### config.mk
export PLATFORM = sky130hd
export DESIGN_NAME = fence_protect_interrupt_gate
export DESIGN_NICKNAME = d
export VERILOG_FILES = /design/src/fence_pkg.sv /design/src/fence_protect_interrupt_gate.sv
export SDC_FILE = /design/constraint.sdc
export NUM_CORES = 1
export LEC_CHECK = 0
export BUFFER_PORTS_ARGS = -buffer_cell sky130_fd_sc_hd__buf_4
export CORE_ASPECT_RATIO = 0.5
export CORE_MARGIN = 10
export CORE_UTILIZATION = 46
export CTS_BUF_LIST = sky130_fd_sc_hd__clkbuf_2 sky130_fd_sc_hd__clkbuf_4 sky130_fd_sc_hd__clkbuf_8
export CTS_CLUSTER_DIAMETER = 100
export DETAILED_ROUTE_END_ITERATION = 7
export PLACE_DENSITY = 0.94
export SLEW_MARGIN = 20
export SYNTH_ARGS = -nofsm -noshare
export SYNTH_HDL_FRONTEND = slang
export SYNTH_SLANG_ARGS = --single-unit
### constraint.sdc
create_clock -name clk -period 3.15 [get_ports clk]
set_input_delay 0.63 -clock clk [delete_from_list [all_inputs] [get_ports clk]]
set_output_delay 0.63 -clock clk [all_outputs]
set_load 0.005 [all_outputs]
### src/fence_pkg.sv
package fence_pkg;
  localparam int ADDR_W = 15;
  localparam int SC_W = 6;
  localparam logic [SC_W-1:0] SC_GLOBAL = 6'h00;
  localparam logic [SC_W-1:0] SC_SWITCH = 6'h01;
  localparam logic [SC_W-1:0] SC_PROTECT = 6'h05;
  localparam logic [ADDR_W-1:0] PROT_LOW = 15'h0002;
  localparam logic [ADDR_W-1:0] VEC_PROTECT = 15'h0005;
  localparam logic [ADDR_W-1:0] VEC_DMA1 = 15'h0006;
  localparam logic [ADDR_W-1:0] VEC_DMA2 = 15'h0007;
  localparam logic [ADDR_W-1:0] VEC_IO_BASE = 15'h0008;
  localparam int IO_CHANNELS = 56;
  localparam int IND_HOLD_LIMIT = 3;
  localparam int INT_HOLD_PHASES = 2;
  localparam int FAULT_PARITY_BIT = 15;
  localparam logic [ADDR_W-1:0] BOUNDARY_RESET = 15'h0000;
  localparam logic [15:0] FAULT_RESET = 16'h0000;
  typedef enum logic [3:0] {
    CLS_OTHER = 4'h0, CLS_JUMP = 4'h1, CLS_CALL = 4'h2, CLS_ISZ = 4'h3,
    CLS_STORE_A = 4'h4, CLS_STORE_B = 4'h5, CLS_DSTORE = 4'h6,
    CLS_SET_CTL = 4'h7, CLS_CLR_CTL = 4'h8, CLS_SET_FLG = 4'h9,
    CLS_CLR_FLG = 4'hA, CLS_OUT = 4'hB, CLS_IN = 4'hC, CLS_IO_OTHER = 4'hD
  } instr_class_t;
endpackage

### src/fence_protect_interrupt_gate.sv
// Contract
// Output to code 05 loads boundary; below is protected.
// Protection starts at address 00002.
// Jump to accumulator traps; call allowed.
// Listed instructions into protected memory trap.
// I/O instructions trap except select code 01.
// Other instructions and indirect chains run normally.
// Interrupt disables protection; set control 05 enables.
// Preset while halted disables protection.
// Trap captures address; input 05 reads it.
// Bit 15 marks parity, rest holds address.
// DMA interrupts only on block completion.
// DMA1 vectors 06, DMA2 07, DMA1 first.
// Channels vector to 00010 through 00077.
// Priority network grants at cycle end.
// Global and device enables gate I/O interrupts.
// Indirect jump or call holds off interrupts.
// Jump trap at execute end, no PC update.
// After grant hold two phases of next.
// No grant during DMA word transfer.
// Control and flag instructions defer one cycle (the code defers two: defer_r, then defer2_r).
// Flag code 00 sets or clears global enable.
// Set flag and control blocks lower devices.
// Parity error loads fault address automatically.
// Reset leaves protection off, fault cleared.
`timescale 1ns/1ps
module fence_protect_interrupt_gate
  import fence_pkg::*;
#(
  parameter int CHANNELS = fence_pkg::IO_CHANNELS
) (
  // Clock and reset.
  input wire logic clk,
  input wire logic sys_rst,
  // Instruction sequencer.
  input wire fence_pkg::instr_class_t instr_class,
  input wire logic [fence_pkg::SC_W-1:0] select_code,
  input wire logic instr_indirect,
  input wire logic [fence_pkg::ADDR_W-1:0] instr_addr,
  input wire logic [fence_pkg::ADDR_W-1:0] eff_addr,
  input wire logic fetch_done,
  input wire logic indirect_done,
  input wire logic execute_done,
  input wire logic cycle_end,
  input wire logic halted,
  input wire logic preset_switch,
  input wire logic intloc_is_io,
  input wire logic [15:0] acc_in,
  // Parity, DMA and devices.
  input wire logic parity_error,
  input wire logic [fence_pkg::ADDR_W-1:0] parity_addr,
  input wire logic dma_word_xfer,
  input wire logic dma1_done,
  input wire logic dma2_done,
  input wire logic [CHANNELS-1:0] dev_flag,
  input wire logic [CHANNELS-1:0] dev_control,
  // Results.
  output logic suppress,
  output logic pc_inhibit,
  output logic [15:0] read_data,
  output logic read_valid,
  output logic int_grant,
  output logic [fence_pkg::ADDR_W-1:0] int_vector,
  output logic protect_on,
  output logic global_enable,
  output logic parity_enable
);
  import fence_pkg::*;

  logic [ADDR_W-1:0] boundary_r;
  logic [15:0] fault_r;
  logic protect_r, global_r, parity_en_r, defer_r, defer2_r;
  logic ind_hold_r, after_hold_r, after_ind_r;
  logic [1:0] ind_cnt_r, after_cnt_r;
  logic [1:0] ind_phase_r;
  logic is_io, is_guarded, addr_prot, acc_jump, trap, io_hit_sc5;
  logic [CHANNELS-1:0] dev_req;
  logic dev_any, holdoff, grant_io, grant_dma1, grant_dma2, any_grant;
  logic [ADDR_W-1:0] io_vec;

  assign is_io = instr_class inside {CLS_SET_CTL, CLS_CLR_CTL, CLS_SET_FLG, CLS_CLR_FLG,
                                     CLS_OUT, CLS_IN, CLS_IO_OTHER};
  assign is_guarded = instr_class inside {CLS_JUMP, CLS_CALL, CLS_ISZ, CLS_STORE_A,
                                          CLS_STORE_B, CLS_DSTORE};
  // Only the final effective address is judged. R06
  assign addr_prot = (eff_addr >= PROT_LOW) && (eff_addr < boundary_r);
  assign acc_jump = (instr_class == CLS_JUMP) && (eff_addr < PROT_LOW);
  assign io_hit_sc5 = is_io && (select_code == SC_PROTECT);
  assign trap = protect_r && execute_done &&
                ((is_guarded && addr_prot) || acc_jump ||
                 (is_io && select_code != SC_SWITCH));
  assign suppress = trap;
  assign pc_inhibit = trap && (instr_class == CLS_JUMP);

  always_ff @(posedge clk) begin
    if (sys_rst) begin
      boundary_r <= BOUNDARY_RESET;
    end else if (!protect_r && execute_done && io_hit_sc5 && instr_class == CLS_OUT) begin
      boundary_r <= acc_in[ADDR_W-1:0];
    end
  end

  always_ff @(posedge clk) begin
    if (sys_rst) begin
      protect_r <= 1'b0;
    end else if (halted && preset_switch) begin
      protect_r <= 1'b0;
    end else if (any_grant && !intloc_is_io) begin
      protect_r <= 1'b0;
    end else if (trap) begin
      protect_r <= 1'b0;
    end else if (execute_done && io_hit_sc5 && instr_class == CLS_SET_CTL) begin
      protect_r <= 1'b1;
    end
  end

  always_ff @(posedge clk) begin
    if (sys_rst) begin
      fault_r <= FAULT_RESET;
    end else if (trap) begin
      fault_r <= {1'b0, instr_addr};
    end else if (parity_error) begin
      fault_r <= {1'b1, parity_addr};
    end
  end

  always_ff @(posedge clk) begin
    if (sys_rst) begin
      read_data <= 16'h0000;
      read_valid <= 1'b0;
    end else begin
      read_valid <= !trap && execute_done && io_hit_sc5 && instr_class == CLS_IN;
      read_data <= fault_r;
    end
  end

  always_ff @(posedge clk) begin
    if (sys_rst) begin
      global_r <= 1'b0;
      parity_en_r <= 1'b0;
    end else if (execute_done && !trap) begin
      if (select_code == SC_GLOBAL && instr_class == CLS_SET_FLG) global_r <= 1'b1;
      if (select_code == SC_GLOBAL && instr_class == CLS_CLR_FLG) global_r <= 1'b0;
      if (io_hit_sc5 && instr_class == CLS_SET_FLG) parity_en_r <= 1'b1;
      if (io_hit_sc5 && instr_class == CLS_CLR_FLG) parity_en_r <= 1'b0;
    end
  end

  // Control and flag instructions push the grant past the next two cycles.
  always_ff @(posedge clk) begin
    if (sys_rst) begin
      defer_r <= 1'b0;
      defer2_r <= 1'b0;
    end else if (cycle_end) begin
      defer_r <= instr_class inside {CLS_SET_CTL, CLS_CLR_CTL, CLS_SET_FLG, CLS_CLR_FLG};
      defer2_r <= defer_r;
    end
  end

  // Indirect jump or call hold until one phase of the next instruction, or until the third indirect phase.
  always_ff @(posedge clk) begin
    if (sys_rst) begin
      ind_hold_r <= 1'b0;
      ind_cnt_r <= 2'd0;
      ind_phase_r <= 2'd0;
    end else if (instr_indirect && fetch_done &&
                 (instr_class == CLS_JUMP || instr_class == CLS_CALL)) begin
      ind_hold_r <= 1'b1;
      ind_cnt_r <= 2'd0;
      ind_phase_r <= 2'd0;
    end else if (ind_hold_r) begin
      if (indirect_done) begin
        ind_cnt_r <= ind_cnt_r + 2'd1;
        if (ind_cnt_r == 2'(IND_HOLD_LIMIT - 1)) ind_hold_r <= 1'b0;
      end
      if (execute_done) ind_phase_r <= 2'd1;
      else if (ind_phase_r == 2'd1 && (fetch_done || indirect_done)) ind_hold_r <= 1'b0;
    end
  end

  // Hold after a grant for two phases of the interrupt instruction, or to its execute phase if it is an indirect jump or call.
  always_ff @(posedge clk) begin
    if (sys_rst) begin
      after_hold_r <= 1'b0;
      after_cnt_r <= 2'd0;
      after_ind_r <= 1'b0;
    end else if (any_grant) begin
      after_hold_r <= 1'b1;
      after_cnt_r <= 2'd0;
      after_ind_r <= 1'b0;
    end else if (after_hold_r) begin
      if (fetch_done && instr_indirect &&
          (instr_class == CLS_JUMP || instr_class == CLS_CALL)) after_ind_r <= 1'b1;
      if (fetch_done || indirect_done || execute_done) begin
        if (after_cnt_r != 2'(INT_HOLD_PHASES)) after_cnt_r <= after_cnt_r + 2'd1;
      end
      if (after_ind_r ? execute_done :
          (after_cnt_r == 2'(INT_HOLD_PHASES - 1) && (fetch_done || indirect_done ||
           execute_done))) after_hold_r <= 1'b0;
    end
  end

  // A device with flag and control set masks everything below it.
  function automatic logic [CHANNELS-1:0] top_req(input logic [CHANNELS-1:0] f,
                                                   input logic [CHANNELS-1:0] c);
    logic block;
    top_req = '0;
    block = 1'b0;
    for (int i = 0; i < CHANNELS; i++) begin
      if (!block && f[i] && c[i]) top_req[i] = 1'b1;
      if (f[i] && c[i]) block = 1'b1;
    end
  endfunction

  always_comb begin
    dev_req = top_req(dev_flag, dev_control);
    io_vec = VEC_IO_BASE;
    for (int i = CHANNELS - 1; i >= 0; i--) begin
      if (dev_req[i]) io_vec = VEC_IO_BASE + ADDR_W'(i);
    end
  end

  assign dev_any = |dev_req;
  assign holdoff = ind_hold_r || after_hold_r || defer_r || defer2_r || dma_word_xfer;
  assign grant_dma1 = cycle_end && !holdoff && dma1_done;
  assign grant_dma2 = cycle_end && !holdoff && !dma1_done && dma2_done;
  assign grant_io = cycle_end && !holdoff && global_r && !dma1_done && !dma2_done && dev_any;
  assign any_grant = grant_dma1 || grant_dma2 || grant_io || trap;

  // The protection trap bypasses the hold-offs.
  always_ff @(posedge clk) begin
    if (sys_rst) begin
      int_grant <= 1'b0;
      int_vector <= '0;
    end else begin
      int_grant <= any_grant;
      if (trap) int_vector <= VEC_PROTECT;
      else if (grant_dma1) int_vector <= VEC_DMA1;
      else if (grant_dma2) int_vector <= VEC_DMA2;
      else if (grant_io) int_vector <= io_vec;
    end
  end

  assign protect_on = protect_r;
  assign global_enable = global_r;
  assign parity_enable = parity_en_r;

  chk_trap_vector: assert property (@(posedge clk) disable iff (sys_rst)
    trap |=> int_grant && int_vector == VEC_PROTECT) else $error("trap not vectored");
  chk_trap_capture: assert property (@(posedge clk) disable iff (sys_rst)
    trap |=> fault_r == {1'b0, $past(instr_addr)}) else $error("fault not captured");
  chk_parity_bit: assert property (@(posedge clk) disable iff (sys_rst)
    parity_error && !trap |=> fault_r[FAULT_PARITY_BIT]) else $error("parity bit");
  chk_call_acc_ok: assert property (@(posedge clk) disable iff (sys_rst)
    instr_class == CLS_CALL && eff_addr < PROT_LOW |-> !trap) else $error("call trapped");
  chk_switch_io_ok: assert property (@(posedge clk) disable iff (sys_rst)
    is_io && select_code == SC_SWITCH |-> !trap) else $error("code 01 trapped");
  chk_hold_dma: assert property (@(posedge clk) disable iff (sys_rst)
    dma_word_xfer && !trap |=> !int_grant) else $error("grant in dma cycle");
  chk_hold_after: assert property (@(posedge clk) disable iff (sys_rst)
    int_grant |=> !int_grant || $past(trap)) else $error("hold after");
  chk_no_global: assert property (@(posedge clk) disable iff (sys_rst)
    grant_io |-> global_r) else $error("io grant while disabled");
  chk_jump_pc: assert property (@(posedge clk) disable iff (sys_rst)
    trap && instr_class == CLS_JUMP |-> pc_inhibit) else $error("jump not inhibited");
  chk_preset_off: assert property (@(posedge clk) disable iff (sys_rst)
    halted && preset_switch |=> !protect_r) else $error("preset failed");

  cov_trap: cover property (@(posedge clk) trap);
  cov_dma_both: cover property (@(posedge clk) grant_dma1 && dma2_done);
  cov_io_grant: cover property (@(posedge clk) grant_io);
  cov_reenable: cover property (@(posedge clk) !protect_r ##1 protect_r);
endmodule // fence_protect_interrupt_gate

==> impl_results.md <==
- CP Launch Type: input pin
- Worst-Margin Slew: roughly 620 ps
- Grt total ovfl: 0
- Switching part of the total: 24.9%
- Clock-pin slew on the worst setup and hold paths: 80 ps
- Most frequent cells in the layout: 234 x buf_4, 67 x dfxtp_1, 62 x nand2_1
- Asr flop ratio synth: 0%
- Tmin final: between 2000 and 3000 ps
- Worst slew margin: between 50% and 60%
- CP max stage delay: 240 ps
- Cts hold-fix bufs: 0
- Port Buffer Count: about 220
- Fmax: approximately 330 MHz
- All-Layer GR Usage: 21.6%
- Via Count: between 4000 and 5000
- Pre-antenna DRT Iters: 5
- First-pass GRT wire length: around 24000 um
- # rows: 24
- Synth-to-layout area growth: 49.7%
- Syn avg cell area: between 8 and 9 um2
- Area occupied by multi-input gates: roughly 2700 um2
- IO Pins: ~240
- Part of the Yosys area used for sequential elements: between 30% and 40%
- Cell types occupying the most area after synthesis: dfxtp_1 33%, mux2i_1 7.4%, nand2_1 5.6%
- Die H: 87.3 um
- Logic pwr share: a little over a fifth
- CTS max path bufs: 2
- Endpoint class of the critical path: primary output
- Skew final: 11.7 ps
- Setup TNS: 0 ps
- RSZ-0062 raised after global routing: false
- CP max-delay cell: a221oi_2
- Vias in the first global route: a little over 5000
- Status: complete, no violations
- Clock share of power: roughly 39%
- Clk sinks: 68
- Register share of total power: ~40%
- # setup viols final: 0
- Hold crit path type: reg2reg
- Cell breakdown of the critical path: buf_4 > ha_4 > a21o_1 > a211oi_2 > o21ai_1 > a221oi_2 > buf_4 > o21ba_2 > nor2_2 > nor4_2 > buf_4
- Yosys warning count: 0
- Die X: about 150 um
- Final setup margin: approximately 160 ps
- Share of the synthesized area in the top cell type: between 30% and 40%
- CORE AREA: slightly below 9000 um2
- First-iteration detailed-routing DRC count: 455
- Pin count of the biggest net entering global routing: 64
- Cell internal pwr: ~0.0017 W
- Fillers: about 670
- Nets: between 900 and 1000
- DRC Markers: 0
- Synthesized area: roughly 4200 um2
- Max cap viols: 0
- Final worst-path cycle share: 94.9%
- Gpl congestion: slightly below 0.9
- Primary FF master, synth: dfxtp_1
- Routed WL: between 15000 and 20000 um
- Seq. cell area: about 1400 um2
- Share of layout cells above drive strength 1: between 30 and 40%
- Slew Viols, Final: 0
- Root Driver: clkbuf_8
- Commonest non-fill, non-tap cell in the layout: buf_4
- Initial core utilization: ~48%
- Crit-path most repeated cell: buf_4
- Antenna Diode Count: 0
- TritonCTS buffer count: 9
- Pre-CTS WS: -72.3 ps
- Initial antenna violation count: 0
- Clk_lat worst skew: 340 ps
- Worst Path Arrival: 2360 ps
- Via/cell ratio: around 5.7
- Switching pwr: between 0.0005 and 0.0006 W
- Netlist cell types: 67
- CP Class: in2out
- P per Cell Area: roughly 360 nW/um2
- #FFs+latches synth: between 60 and 70
- LEAKAGE: ~2.7 nW
- Post-synth EDFFs: 0
- Fin. Hold Viols: 0
- Syn Inst Count: 506
- Worst vdd ir: around 0.00027 V
- Util after Layout: 71.2%
- Area leader, netlist: dfxtp_1
- Die area: ~14000 um2
- Max Fanout on Critical Path: 3
- Avg WL per Cell: about 18 um
- TritonCTS clock tree: done
- DP Wirelength: roughly 13000 um
- ANT nets after route: 0
- H-Tree Depth: 3
- CP required: 2520 ps
[critical path: cells and delay by family]
family | cells | cell delay [ps]
simple gates | 2 | 220
compound gates | 5 | 840
fa+ha+maj | 1 | 230
buf+inv | 3 | 430
[what timing repair did]
action | CTS | global route
setup endpoints to repair | 2 | 2
gates resized for setup | 5 | 3
setup buffers | 1 | 0
pin swaps | 2 | 1
[routing by layer]
layer,GRT usage [%],up-vias,share of wire (%)
met1,21.9,2268,36
li1,-,2323,-
met4,7.76,0,2.9
met3,6.66,47,8.4
met5,0,-,0
met2,41.5,254,52
[cells in the mapped netlist (4+ instances only)]
cell      number
a31oi_1        8
a21oi_1       29
ha_1          17
mux2i_1       31
o21ai_0       16
a221oi_1       4
a22o_1         4
dfxtp_1       68
nor2b_1       20
a32oi_1        5
clkbuf_1      16
a21boi_0       4
a211oi_1      19
inv_1         22
a32o_1         5
buf_4         10
nand4b_1       4
nand4_1       10
nor3_1        12
nor2_1        37
nand2_1       62
a22oi_1       22
nor4_1         8
nand3_1       12
[registers in the layout (all words and copies together), names as in the netlist, 2 cells and up]
signal / flops
boundary_r: 15
int_vector: 6
ind_cnt_r: 2
fault_r: 16
after_cnt_r: 2
read_data: 16
[through the flow]
step | power, W | instances | hold slack [ps] | cell area, um2
detailed placement | 0.00139 | 836 | 453 | 5950
floorplan | 0.00112 | 514 | 437 | 4200
global placement | 0.00137 | 836 | 442 | 5950
finish | 0.00225 | 853 | 467 | 6240
global route | 0.00235 | 853 | 478 | 6240
CTS | 0.00226 | 853 | 468 | 6230
[power groups by stage]
stage	sequential, W	combinational (W)	clock (W)
after floorplan	0.000919	0.000200	0
after global placement	0.000919	0.000449	0
after detailed placement	0.000922	0.000467	0
after CTS	0.000902	0.000474	0.000881
after global routing	0.000906	0.000526	0.000921
final	0.000903	0.000482	0.000870
[kinds of logic after synthesis]
kind of cell / share of synthesized area, %
multiplexers: 7.44
flip-flops: 32.7
buffers and inverters: 5.46
adder cells (fa/ha/maj): 5.10
other: 0.0899
AO/OA/AOI/OAI: 24.6
XOR/XNOR: 0.630
AND/OR/NAND/NOR: 24.1
[layout make-up]
class / count / share of cell area [%]
multi-input combinational: 396 / 42.5
timing repair buffer: 234 / 28.1
sequential: 68 / 21.8
tap: 117 / 2.35
clock buffer: 10 / 2.10
clock inverter: 6 / 1.80
inverter: 22 / 1.32
[path summary, 6_finish.rpt]
check | end | slack [ps] | depth (start not counted) | from
worst max register to register | after_cnt_r[1] | 770 | 11 | boundary_r[5]
worst min register to register | read_data[5] | 470 | 1 | fault_r[5]
worst min-delay path | read_data[5] | 470 | 1 | fault_r[5]
worst max-delay path | pc_inhibit | 160 | 11 | eff_addr[4]
Note: power is estimated with default switching activity, not from simulation.
